`config.mk`:
```
export PLATFORM = sky130hd
export DESIGN_NAME = gds_cfg_status_regs
export DESIGN_NICKNAME = d
export VERILOG_FILES = /design/src/pkg/gds_pkg.sv /design/src/verilog/gds_decimator.sv /design/src/verilog/gds_cfg_status_regs.sv
export VERILOG_INCLUDE_DIRS = /design/src /design/src/pkg
export SDC_FILE = /design/constraint.sdc
export NUM_CORES = 1
export LEC_CHECK = 0
export BUFFER_PORTS_ARGS = -buffer_cell sky130_fd_sc_hd__buf_2
export CAP_MARGIN = 20
export CORE_MARGIN = 8
export CORE_UTILIZATION = 40
export CTS_CLUSTER_SIZE = 24
export DETAILED_ROUTE_END_ITERATION = 8
export GPL_ROUTABILITY_DRIVEN = 0
export PLACE_DENSITY = 0.65
export SLEW_MARGIN = 20
export SYNTH_ARGS = -nofsm -noshare
export SYNTH_HDL_FRONTEND = slang
export SYNTH_SLANG_ARGS = --single-unit
export TNS_END_PERCENT = 20
```
`constraint.sdc`:
```
create_clock -name i_core_clk -period 2.7 [get_ports i_core_clk]
set_input_delay 0 -clock i_core_clk [delete_from_list [all_inputs] [get_ports i_core_clk]]
set_output_delay 0 -clock i_core_clk [all_outputs]
set_load 0.005 [all_outputs]
```
`src/pkg/gds_map.svh`:
```
`ifndef GDS_MAP_SVH
`define GDS_MAP_SVH
// Register and command addresses
`define GDS_ADDR_LPF_CFG 8'h02
`define GDS_ADDR_RATE_CFG 8'h03
`define GDS_ADDR_STATUS 8'h04
`define GDS_ADDR_SLEEP_IN 8'h05
`define GDS_ADDR_SLEEP_OUT 8'h06
`define GDS_ADDR_STANDBY 8'h07
`define GDS_ADDR_SW_RESET 8'h09
// Reset values and writable-bit masks
`define GDS_LPF_CFG_RST 8'h06
`define GDS_LPF_CFG_WMASK 8'h3f
`define GDS_RATE_CFG_RST 8'h00
`define GDS_RATE_CFG_WMASK 8'h67
// Field positions
`define GDS_ORDER_MSB 5
`define GDS_ORDER_LSB 4
`define GDS_CUTOFF_MSB 3
`define GDS_CUTOFF_LSB 0
`define GDS_DECIM_MSB 2
`define GDS_DECIM_LSB 0
`define GDS_STS_TEMP_BIT 3
// Prior power state codes
`define GDS_PRIOR_POWERUP 3'h4
`define GDS_PRIOR_STANDBY 3'h2
`define GDS_PRIOR_SLEEP 3'h0
`define GDS_PRIOR_WAKE 3'h1
// Sample width
`define GDS_SMP_W 24
`endif

```
`src/pkg/gds_pkg.sv`:
```
`include "gds_map.svh"
package gds_pkg;
  typedef enum logic [1:0] {
    GDS_PWR_ACTIVE,
    GDS_PWR_SLEEP,
    GDS_PWR_STANDBY
  } gds_pwr_e;

  typedef struct packed {
    logic [1:0] lowpass_order_sel;
    logic [3:0] lowpass_cutoff_sel;
    logic [2:0] output_decimation_sel;
  } gds_cfg_s;

  typedef struct packed {
    logic valid;
    logic [`GDS_SMP_W-1:0] data;
  } gds_smp_s;
endpackage

```
`src/verilog/gds_decimator.sv`:
```
`timescale 1ns/1ps
`include "gds_map.svh"
module gds_decimator (
  input wire logic i_core_clk,
  input wire logic i_sys_rst,
  input wire logic i_clear,
  input wire logic i_run,
  input wire logic [2:0] i_decim_sel,
  input wire gds_pkg::gds_smp_s i_smp,
  output gds_pkg::gds_smp_s o_smp
);
  logic [6:0] cnt_q;
  logic [6:0] cnt_d;
  logic [6:0] mask;
  gds_pkg::gds_smp_s smp_q;
  gds_pkg::gds_smp_s smp_d;

  always_comb begin
    mask = 7'((8'h01 << i_decim_sel) - 8'h01);
    cnt_d = cnt_q;
    smp_d.valid = 1'b0;
    smp_d.data = smp_q.data;
    if (i_clear || !i_run) begin
      cnt_d = 7'h00;
    end else if (i_smp.valid) begin
      // Keep the first sample of each interval of 2^sel input samples
      if ((cnt_q & mask) == 7'h00) begin
        smp_d.valid = 1'b1;
        smp_d.data = i_smp.data;
      end
      cnt_d = (cnt_q + 7'h01) & mask;
    end
  end

  always_ff @(posedge i_core_clk or posedge i_sys_rst) begin
    if (i_sys_rst) begin
      cnt_q <= 7'h00;
      smp_q <= '0;
    end else begin
      cnt_q <= cnt_d;
      smp_q <= smp_d;
    end
  end

  assign o_smp = smp_q;

  decim_spacing_a: assert property (@(posedge i_core_clk) disable iff (i_sys_rst)
    (i_decim_sel == 3'h1 && !i_clear && i_run && i_smp.valid && cnt_q == 7'h01
     ##1 i_decim_sel == 3'h1 && !i_clear && i_run && i_smp.valid) |=> o_smp.valid)
    else $error("decimate by two did not pass every second sample");

  decim_data_a: assert property (@(posedge i_core_clk) disable iff (i_sys_rst)
    o_smp.valid |-> (o_smp.data == $past(i_smp.data) && $past(i_smp.valid) && $past(i_run)))
    else $error("decimated sample is not the accepted input sample");

  clear_count_a: assert property (@(posedge i_core_clk) disable iff (i_sys_rst)
    i_clear |=> (cnt_q == 7'h00 && !o_smp.valid))
    else $error("filter reset did not restart the decimation count");
endmodule

```
`src/verilog/gds_cfg_status_regs.sv`:
```
`timescale 1ns/1ps
`include "gds_map.svh"
// Notes on behaviour
// - Order code 01 gives third order, 10 fourth order, 11 is unavailable and 00 is the second-order setting.
// - The four-bit cutoff code selects 35 Hz (0001) up to 500 Hz (1101), and 1110 and 1111 are unavailable.
// - The output sample rate is the converter rate divided by two to the power of the three-bit decimation code.
// - The output stream is made by keeping one converter sample in each decimation interval.
// - Bit 3 of the status register at 0x04 reads 1 when temperature data is available in the active state, and 0 otherwise, including in sleep and standby.
// - Status bits 2 to 0 read 100 after power-on, 010 after standby, 000 after sleep and 001 after sleep-out.
// - The sleep-out command at 0x06 leaves sleep or standby, resumes operation and resets the filter chain.
// - The software reset command at 0x09 returns the filter and decimation settings to their defaults.
module gds_cfg_status_regs (
  input wire logic i_core_clk,
  input wire logic i_sys_rst,
  input wire logic [7:0] i_reg_addr,
  input wire logic i_reg_wr,
  input wire logic [7:0] i_reg_wdata,
  input wire logic i_reg_rd,
  input wire logic i_reg_cmd,
  input wire logic i_temp_ready,
  input wire gds_pkg::gds_smp_s i_adc_smp,
  output logic [7:0] o_reg_rdata,
  output gds_pkg::gds_cfg_s o_cfg,
  output logic o_dsp_reset,
  output logic o_detect_en,
  output gds_pkg::gds_smp_s o_rate_smp
);
  logic [7:0] lpf_q;
  logic [7:0] lpf_d;
  logic [7:0] rate_q;
  logic [7:0] rate_d;
  logic [7:0] rdata_q;
  logic [7:0] rdata_d;
  gds_pkg::gds_cfg_s cfg_q;
  gds_pkg::gds_cfg_s cfg_d;
  gds_pkg::gds_pwr_e pwr_q;
  gds_pkg::gds_pwr_e pwr_d;
  logic [2:0] prior_q;
  logic [2:0] prior_d;
  logic dsp_rst_q;
  logic dsp_rst_d;
  logic detect_q;
  logic detect_d;
  logic temp_valid;
  logic cmd_sleep_in;
  logic cmd_sleep_out;
  logic cmd_standby;
  logic cmd_sw_reset;

  // Merge a write into a register, keeping read-only bits at their current value
  function automatic logic [7:0] merge_wr(input logic [7:0] cur, input logic [7:0] wd, input logic [7:0] wmask);
    merge_wr = (cur & ~wmask) | (wd & wmask);
  endfunction

  function automatic logic is_cmd(input logic [7:0] addr, input logic [7:0] code, input logic strobe);
    is_cmd = strobe && (addr == code);
  endfunction

  assign cmd_sleep_in = is_cmd(i_reg_addr, `GDS_ADDR_SLEEP_IN, i_reg_cmd);
  assign cmd_sleep_out = is_cmd(i_reg_addr, `GDS_ADDR_SLEEP_OUT, i_reg_cmd);
  assign cmd_standby = is_cmd(i_reg_addr, `GDS_ADDR_STANDBY, i_reg_cmd);
  assign cmd_sw_reset = is_cmd(i_reg_addr, `GDS_ADDR_SW_RESET, i_reg_cmd);

  // Data availability is forced low while the sensor path is parked
  assign temp_valid = i_temp_ready && (pwr_q == gds_pkg::GDS_PWR_ACTIVE);

  // Configuration registers
  always_comb begin
    lpf_d = lpf_q;
    rate_d = rate_q;
    if (cmd_sw_reset) begin
      lpf_d = `GDS_LPF_CFG_RST;
      rate_d = `GDS_RATE_CFG_RST;
    end else if (is_cmd(i_reg_addr, `GDS_ADDR_LPF_CFG, i_reg_wr)) begin
      lpf_d = merge_wr(lpf_q, i_reg_wdata, `GDS_LPF_CFG_WMASK);
    end else if (is_cmd(i_reg_addr, `GDS_ADDR_RATE_CFG, i_reg_wr)) begin
      rate_d = merge_wr(rate_q, i_reg_wdata, `GDS_RATE_CFG_WMASK);
    end
    cfg_d.lowpass_order_sel = lpf_d[`GDS_ORDER_MSB:`GDS_ORDER_LSB];
    cfg_d.lowpass_cutoff_sel = lpf_d[`GDS_CUTOFF_MSB:`GDS_CUTOFF_LSB];
    cfg_d.output_decimation_sel = rate_d[`GDS_DECIM_MSB:`GDS_DECIM_LSB];
  end

  always_ff @(posedge i_core_clk or posedge i_sys_rst) begin
    if (i_sys_rst) begin
      lpf_q <= `GDS_LPF_CFG_RST;
      rate_q <= `GDS_RATE_CFG_RST;
      cfg_q <= '{lowpass_order_sel: 2'h0, lowpass_cutoff_sel: 4'h6, output_decimation_sel: 3'h0};
    end else begin
      lpf_q <= lpf_d;
      rate_q <= rate_d;
      cfg_q <= cfg_d;
    end
  end

  // Power state and the prior-state code
  always_comb begin
    pwr_d = pwr_q;
    prior_d = prior_q;
    dsp_rst_d = 1'b0;
    case (pwr_q)
      gds_pkg::GDS_PWR_ACTIVE: begin
        if (cmd_sleep_in) begin
          pwr_d = gds_pkg::GDS_PWR_SLEEP;
          prior_d = `GDS_PRIOR_SLEEP;
        end else if (cmd_standby) begin
          pwr_d = gds_pkg::GDS_PWR_STANDBY;
          prior_d = `GDS_PRIOR_STANDBY;
        end
      end
      gds_pkg::GDS_PWR_SLEEP, gds_pkg::GDS_PWR_STANDBY: begin
        // Standby cannot be entered from sleep; only sleep-out leaves either state
        if (cmd_sleep_out) begin
          pwr_d = gds_pkg::GDS_PWR_ACTIVE;
          prior_d = `GDS_PRIOR_WAKE;
          dsp_rst_d = 1'b1;
        end
      end
      default: begin
        pwr_d = gds_pkg::GDS_PWR_ACTIVE;
      end
    endcase
    detect_d = (pwr_d != gds_pkg::GDS_PWR_STANDBY);
  end

  always_ff @(posedge i_core_clk or posedge i_sys_rst) begin
    if (i_sys_rst) begin
      pwr_q <= gds_pkg::GDS_PWR_ACTIVE;
      prior_q <= `GDS_PRIOR_POWERUP;
      dsp_rst_q <= 1'b0;
      detect_q <= 1'b1;
    end else begin
      pwr_q <= pwr_d;
      prior_q <= prior_d;
      dsp_rst_q <= dsp_rst_d;
      detect_q <= detect_d;
    end
  end

  // Read data, registered one cycle after the read strobe
  always_comb begin
    rdata_d = rdata_q;
    if (i_reg_rd) begin
      case (i_reg_addr)
        `GDS_ADDR_LPF_CFG: begin
          rdata_d = lpf_q;
        end
        `GDS_ADDR_RATE_CFG: begin
          rdata_d = rate_q;
        end
        `GDS_ADDR_STATUS: begin
          rdata_d = {4'h0, temp_valid, prior_q};
        end
        default: begin
          rdata_d = 8'h00;
        end
      endcase
    end
  end

  always_ff @(posedge i_core_clk or posedge i_sys_rst) begin
    if (i_sys_rst) begin
      rdata_q <= 8'h00;
    end else begin
      rdata_q <= rdata_d;
    end
  end

  gds_decimator u_decim (
    .i_core_clk(i_core_clk),
    .i_sys_rst(i_sys_rst),
    .i_clear(dsp_rst_q),
    .i_run(pwr_q == gds_pkg::GDS_PWR_ACTIVE),
    .i_decim_sel(cfg_q.output_decimation_sel),
    .i_smp(i_adc_smp),
    .o_smp(o_rate_smp)
  );

  assign o_reg_rdata = rdata_q;
  assign o_cfg = cfg_q;
  assign o_dsp_reset = dsp_rst_q;
  assign o_detect_en = detect_q;

  order_write_a: assert property (@(posedge i_core_clk) disable iff (i_sys_rst)
    (i_reg_wr && !i_reg_cmd && i_reg_addr == `GDS_ADDR_LPF_CFG) |=> o_cfg.lowpass_order_sel == $past(i_reg_wdata[5:4]))
    else $error("order field did not follow the write");

  cutoff_write_a: assert property (@(posedge i_core_clk) disable iff (i_sys_rst)
    (i_reg_wr && !i_reg_cmd && i_reg_addr == `GDS_ADDR_LPF_CFG) ##1 (!i_reg_wr && !i_reg_cmd)
    |=> o_cfg.lowpass_cutoff_sel == $past(i_reg_wdata[3:0], 2))
    else $error("cutoff field did not hold the written code");

  decim_write_a: assert property (@(posedge i_core_clk) disable iff (i_sys_rst)
    (i_reg_wr && !i_reg_cmd && i_reg_addr == `GDS_ADDR_RATE_CFG) |=> o_cfg.output_decimation_sel == $past(i_reg_wdata[2:0]))
    else $error("decimation field did not follow the write");

  temp_flag_a: assert property (@(posedge i_core_clk) disable iff (i_sys_rst)
    (i_reg_rd && i_reg_addr == `GDS_ADDR_STATUS) |=> o_reg_rdata[3] == $past(i_temp_ready && pwr_q == gds_pkg::GDS_PWR_ACTIVE))
    else $error("temperature flag read back wrong");

  prior_code_a: assert property (@(posedge i_core_clk) disable iff (i_sys_rst)
    (i_reg_rd && i_reg_addr == `GDS_ADDR_STATUS) |=>
    (o_reg_rdata[2:0] inside {3'h4, 3'h2, 3'h0, 3'h1}) && o_reg_rdata[7:4] == 4'h0)
    else $error("status shows an illegal prior-state code");

  sleep_exit_a: assert property (@(posedge i_core_clk) disable iff (i_sys_rst)
    (cmd_sleep_out && pwr_q != gds_pkg::GDS_PWR_ACTIVE) |=> (o_dsp_reset && prior_q == 3'h1 ##1 !o_dsp_reset))
    else $error("sleep-out did not pulse the filter reset once");

  soft_reset_a: assert property (@(posedge i_core_clk) disable iff (i_sys_rst)
    cmd_sw_reset |=> (lpf_q == `GDS_LPF_CFG_RST && rate_q == `GDS_RATE_CFG_RST && o_cfg.lowpass_cutoff_sel == 4'h6
    && o_cfg.lowpass_order_sel == 2'h0 && o_cfg.output_decimation_sel == 3'h0))
    else $error("software reset did not restore the defaults");

  standby_detect_a: assert property (@(posedge i_core_clk) disable iff (i_sys_rst)
    (cmd_standby && pwr_q == gds_pkg::GDS_PWR_ACTIVE) |=> (!o_detect_en && prior_q == 3'h2))
    else $error("standby did not park the detector");

  sleep_enter_a: assert property (@(posedge i_core_clk) disable iff (i_sys_rst)
    (cmd_sleep_in && pwr_q == gds_pkg::GDS_PWR_ACTIVE) |=> (o_detect_en && prior_q == `GDS_PRIOR_SLEEP))
    else $error("sleep-in did not record the sleep state");

  parked_temp_a: assert property (@(posedge i_core_clk) disable iff (i_sys_rst)
    (i_reg_rd && i_reg_addr == `GDS_ADDR_STATUS && pwr_q != gds_pkg::GDS_PWR_ACTIVE) |=> !o_reg_rdata[3])
    else $error("temperature flag set while parked");
endmodule

```
After elaboration in Yosys (flattened, before gate mapping)
Cells that the tools add are included.
{ "op_classes": {"n_addsub": 2, "multipliers": 0, "div": 0, "magnitude_cmp": 0, "n_eq_ne": 13, "shifts": 1, "muxes": 21, "n_bitwise": 5, "reduce_logical": 19} }
{ "op_table": {"columns": ["cell", "n"], "rows": [
  ["$mux 25", 3],
  ["$mux 8", 5],
  ["$eq 8x3->1 const B", 4],
  ["$pmux 8 s3", 1],
  ["$eq 8x2->1 const B", 2],
  ["$and 7x7->7", 2],
  ["$mux 7", 2],
  ["$mux 3", 3],
  ["$eq 8x4->1 const B", 1],
  ["$or 8x6->8", 1],
  ["$or 8x7->8", 1],
  ["$reduce_bool 2->1", 4],
  ["$add 7x1->7 const B", 1],
  ["$logic_and 1x1->1", 7],
  ["$logic_not 7->1", 1],
  ["$shl 1x3->7 const A", 1],
  ["$sub 7x1->7 const B", 1],
  ["$mux 2", 3],
  ["$ne 2x2->1 const B", 3],
  ["$pmux 3 s2", 1],
  ["$reduce_and 3->1", 2],
  ["$pmux 2 s2", 1],
  ["$ne 3x3->1 const B", 1],
  ["$eq 2x1->1 const B", 1],
  ["other kinds (8)", 9]
]} }
{ "totals": {"register_bits": 69, "latch_bits": 0, "mem_bits_rw": 0, "rom_bits": 0, "input_bits": 47, "output_inout_bits": 44, "wordCells": 75, "n_memories": 0} }

Depth between registers and ports, before layout
{ "logic_depth": {"word_depth": 7, "ltp_mapped": 7, "ltp_nobuf": 6} }

By module
From an unflattened synthesis, not the netlist that was laid out.
{ "unflattened": {"hier_cells": 243, "area_unflattened_um2": 2889.0} }
{ "by_module_without_submodules": {"columns": ["module", "instances", "cells_per_inst", "area_per_inst_um2", "seq_area_each_um2"], "rows": [
  ["gds_decimator", 1, 108, 1498.9, 800.8],
  ["gds_cfg_status_regs", 1, 135, 1390.1, 655.6]
]} }

Least setup slack after synthesis
No wires, ideal clock.
{ "synth_timing": {"path_kind": "flip-flop to flip-flop", "from": "reg pwr_q[0]", "to": "reg u_decim.smp_q (netlist bit u_decim.o_smp[10])", "setup_time_ns": 0.125, "arrival_time_ns": 1.644, "required_ns": 2.575, "path_slack_ns": 0.931, "path_stages_with_launch": 8, "n_path_buf": 1, "synth_period_minus_slack_ns": 1.769, "cell_sequence": "dfrtp_1 > inv_1 > ha_1 > and3b_1 > o211ai_1 > nand3b_2 > buf_2 > mux2_2"} }
{ "synth_between": {"elab_chain_len": 5} }
{ "synth_lines": {"columns": ["item", "line_no", "rtl"], "rows": [
  ["start: declaration", "gds_cfg_status_regs.sv:36", "gds_pkg::gds_pwr_e pwr_q;"],
  ["start signal: assignment", "gds_cfg_status_regs.sv:128", "pwr_q <= gds_pkg::GDS_PWR_ACTIVE;"],
  ["start signal: assignment", "gds_cfg_status_regs.sv:133", "pwr_q <= pwr_d;"],
  ["$logic_not 2->1", "gds_cfg_status_regs.sv:173", ".i_run(pwr_q == gds_pkg::GDS_PWR_ACTIVE),"],
  ["$logic_not 1->1", "gds_decimator.sv:23", "if (i_clear || !i_run) begin"],
  ["$logic_or 1x1->1", "gds_decimator.sv:23", null],
  ["$not 1->1 (no source line)", null, null],
  ["$reduce_and 3->1 (no source line)", null, null],
  ["end signal: assignment", "gds_decimator.sv:41", "smp_q <= smp_d;"],
  ["end: declaration", "gds_decimator.sv:15", "gds_pkg::gds_smp_s smp_q;"]
]} }
No other way between the ends.
A chain may end at the register's enable or synchronous reset.

Worst setup path after layout
{ "layout_timing": {"from": "reg pwr_q[0]", "to": "reg u_decim.smp_q (netlist bit u_decim.o_smp[7])"} }
Same word-level chain as after synthesis.

==> results.md <==
* Outcome: complete, no violations
* Clock net sink count at 58
* Antenna cell count at 0
* IO Pins at between 90 and 100
* Fin crit share at 0.808
* Hold Crit Class: input pin to flip-flop
* Post-Route Utilization at 0.561
* Clk_lat worst skew at around 0.33 ns
* Hold_sp: i_reg_wr
* Fin crit period at 2.18 ns
* Slew Limit Headroom at 0.507
* Largest net degree at the start of global routing at 37
* Synthesized flop and latch total at a little under 60
* Yosys top cell by area: dfrtp_1
* Asr flop ratio synth at 1.00
* Reg2reg start: pwr_q[0]$_DFF_PP0_
* Placed Cells incl. Taps at 400
* Top-area cell type share of the netlist area at 0.485
* Peak VDD IR at around 280 uV
* CTS buffer count at 9
* RSZ-0062 raised after global routing: false
* Worst Setup Path Type: flip-flop to flip-flop
* Slew @ Worst Pin at ~0.73 ns
* CTS tree: done
* DRC at 0
* Maximum clock insertion buffer count at 2
* Post-synth EDFFs at 0
* Most frequent cells in the layout: buf_2, dfrtp_1, dlygate4sd3_1
* IO Port Bufs at between 80 and 90
* Core footprint at 6760 sq um
* Fin. Hold Viols at 0
* Final Power at between 2000 and 2500 uW
* Pwr per Cell Area at a little over 600 nW/um^2
* Post-Layout Cell Count at approximately 450
* Area growth syn-to-layout at 35.9%
* Final #Nets at slightly above 400
* Netlist Area Pre-Place at 2790 sq um
* Slew Limit Fails at 0
* Row count at 30
* First-pass GRT wire length at 12,200 microns
* Remaining Overflow, GRT at 0
* Reg2Reg Setup Slack at around 0.52 ns
* Vias per cell at ~5.2
* Most common cell after layout, fill and taps aside: buf_2
* Worst Skew at between 0.007 and 0.008 ns
* Unique masters post-synth at between 50 and 60
* Hold Path Depth at 3
* Register area share after synthesis at 0.522
* Layout cells sized above 1 at 0.398
* Starting density of the core at 0.413
* WP data arrival at roughly 2.4 ns
* Max_cap viols at 0
* R2R depth at 7
* DRT antenna net count at 0
* Iter 0 DRT Violations at 82
* Synth area leaders: dfrtp_1, mux2_2, dfstp_2, o21ai_0, mux2i_1
* Root Buffer: clkbuf_8
* WL final at between 7000 and 8000 microns
* Die height at about 100 microns
* Fmax at around 0.46 GHz
* Setup crit end kind: flip-flop
* Hold_ws at roughly 0.017 ns
* Clk slew on worst S/H paths at around 0.070 ns
* Total GRT Usage at 0.154
* CP max FO at 25
* Static Leak at between 0.0015 and 0.002 uW
* GRT busiest layer: met2
* Via count at 2,326
* Synth Instances at around 240
* Initial antenna violation count at 0
* YS warnings at 0
* CP startpoint kind: flip-flop
* Met2 Usage GRT at 0.242
* Syn avg cell area at around 11 sq um
* DR pass1 iterations at 4
* Met1 global-route usage at 0.189
* WP data required at 2.91 ns
* DP HPWL at 5050 microns
* Setup Viol. Count Final at 0
* Die width at just under 100 microns
* Setup tns final at 0 ns
* Wire length per cell at 16.6 microns
* End of the worst hold path: o_cfg[5]$_DFFE_PP1P_
* Syn nets at slightly below 300
* H-Tree Depth at 3
* Die area at ~10000 sq um
* Vias in the first global route at 2,459
* Ys flop type: dfrtp_1
* RR Endpoint: u_decim.o_smp[7]$_DFFE_PP0P_
* M3 GR Usage at 0.0503
-- through the flow --
stage | area [sq um] | worst slack [ns]
after floorplan | 2790 | 0.931
after global placement | 3280 | 0.583
after detailed placement | 3280 | 0.530
after CTS | 3790 | 0.513
after global routing | 3790 | 0.381
final | 3790 | 0.519
-- worst max-delay path: stages (launching register included) --
cell      delay [ns]
dfrtp_1         0.40
inv_1           0.09
ha_1            0.35
and3b_1         0.35
o211ai_1        0.11
nand3b_2        0.21
buf_4           0.24
mux2_2          0.31
-- Yosys cell counts, types with 2 or more instances --
| cell type | count |
|---|---|
| buf_2 | 4 |
| clkbuf_1 | 7 |
| mux2i_1 | 7 |
| nand4b_1 | 3 |
| inv_1 | 9 |
| nor2b_1 | 7 |
| dfrtp_1 | 54 |
| a21oi_1 | 4 |
| o31ai_1 | 5 |
| ha_1 | 3 |
| nor3_1 | 6 |
| a22o_1 | 3 |
| dfstp_2 | 4 |
| nand2_1 | 13 |
| o21ai_0 | 17 |
| nand4_1 | 3 |
| a31oi_1 | 4 |
| nor4_1 | 2 |
| nor2_1 | 11 |
| buf_1 | 2 |
| nand3_1 | 10 |
| nand3b_1 | 2 |
| xor2_1 | 4 |
| a32oi_1 | 3 |
| buf_4 | 4 |
| o22a_1 | 2 |
| mux2_2 | 26 |
| nor4_4 | 2 |
-- flip-flops by register name (all words and copies together) (netlist names) --
signal / flops
prior_q: 3
o_cfg: 4
u_decim.cnt_q: 7
o_dsp_reset: 1
o_reg_rdata: 8
o_detect_en: 1
lpf_q: 2
u_decim.o_smp: 25
pwr_q: 2
rate_q: 5
-- layer usage --
layer  vias to the layer above  part of all wire
met4                         0             0.012
met5                         -                 0
met2                        87              0.46
met1                      1098              0.45
li1                       1132                 -
met3                         9             0.071
-- final cells by class --
| class | instances | area (sq um) |
|---|---|---|
| Clock buffer | 10 | 138 |
| Clock inverter | 6 | 42.5 |
| Fill cell | 585 | 2970 |
| Inverter | 9 | 33.8 |
| Multi-Input combinational cell | 160 | 1210 |
| Sequential cell | 58 | 1460 |
| Tap cell | 80 | 100 |
| Timing Repair Buffer | 126 | 806 |
-- kinds of logic (layout without fill, tap and decap cells) --
| group | count (synthesis) | in the layout | share of synthesized area |
|---|---|---|---|
| and+or+nand+nor | 70 | 70 | 0.157 |
| muxes | 33 | 33 | 0.130 |
| DFF | 58 | 58 | 0.522 |
| buffers and inverters | 26 | 151 | 0.0422 |
| adders and majority gates | 4 | 4 | 0.0170 |
| AOI/OAI and AO/OA | 49 | 49 | 0.119 |
| xor gates and xnor gates | 4 | 4 | 0.0126 |
-- how the worst max path moves through the flow --
stage | slack, ns | start | endpoint | cells past startpoint
after floorplan | 0.93 | pwr_q[0]$_DFF_PP0_ | u_decim.o_smp[10]$_DFFE_PP0P_ | 7
after global placement | 0.58 | pwr_q[0]$_DFF_PP0_ | u_decim.o_smp[6]$_DFFE_PP0P_ | 7
after detailed placement | 0.53 | pwr_q[0]$_DFF_PP0_ | u_decim.o_smp[10]$_DFFE_PP0P_ | 7
after CTS | 0.51 | pwr_q[0]$_DFF_PP0_ | u_decim.o_smp[14]$_DFFE_PP0P_ | 7
after global routing | 0.38 | pwr_q[0]$_DFF_PP0_ | u_decim.o_smp[7]$_DFFE_PP0P_ | 7
final | 0.52 | pwr_q[0]$_DFF_PP0_ | u_decim.o_smp[7]$_DFFE_PP0P_ | 7
-- power by group --
group          switching (uW)  internal (uW)  total, uW
Sequential               85.9           1020       1110
Combinational             253            296        550
Clock                     350            357        706
Total                     689           1670       2360
-- timing repair --
| item | CTS | global route |
|---|---|---|
| resized for setup | 0 | 0 |
| hold endpoints to repair | 55 | 0 |
| setup buffers | 0 | 0 |
| hold buffers | 33 | 0 |
No activity file was read; power rests on OpenSTA's default activity.
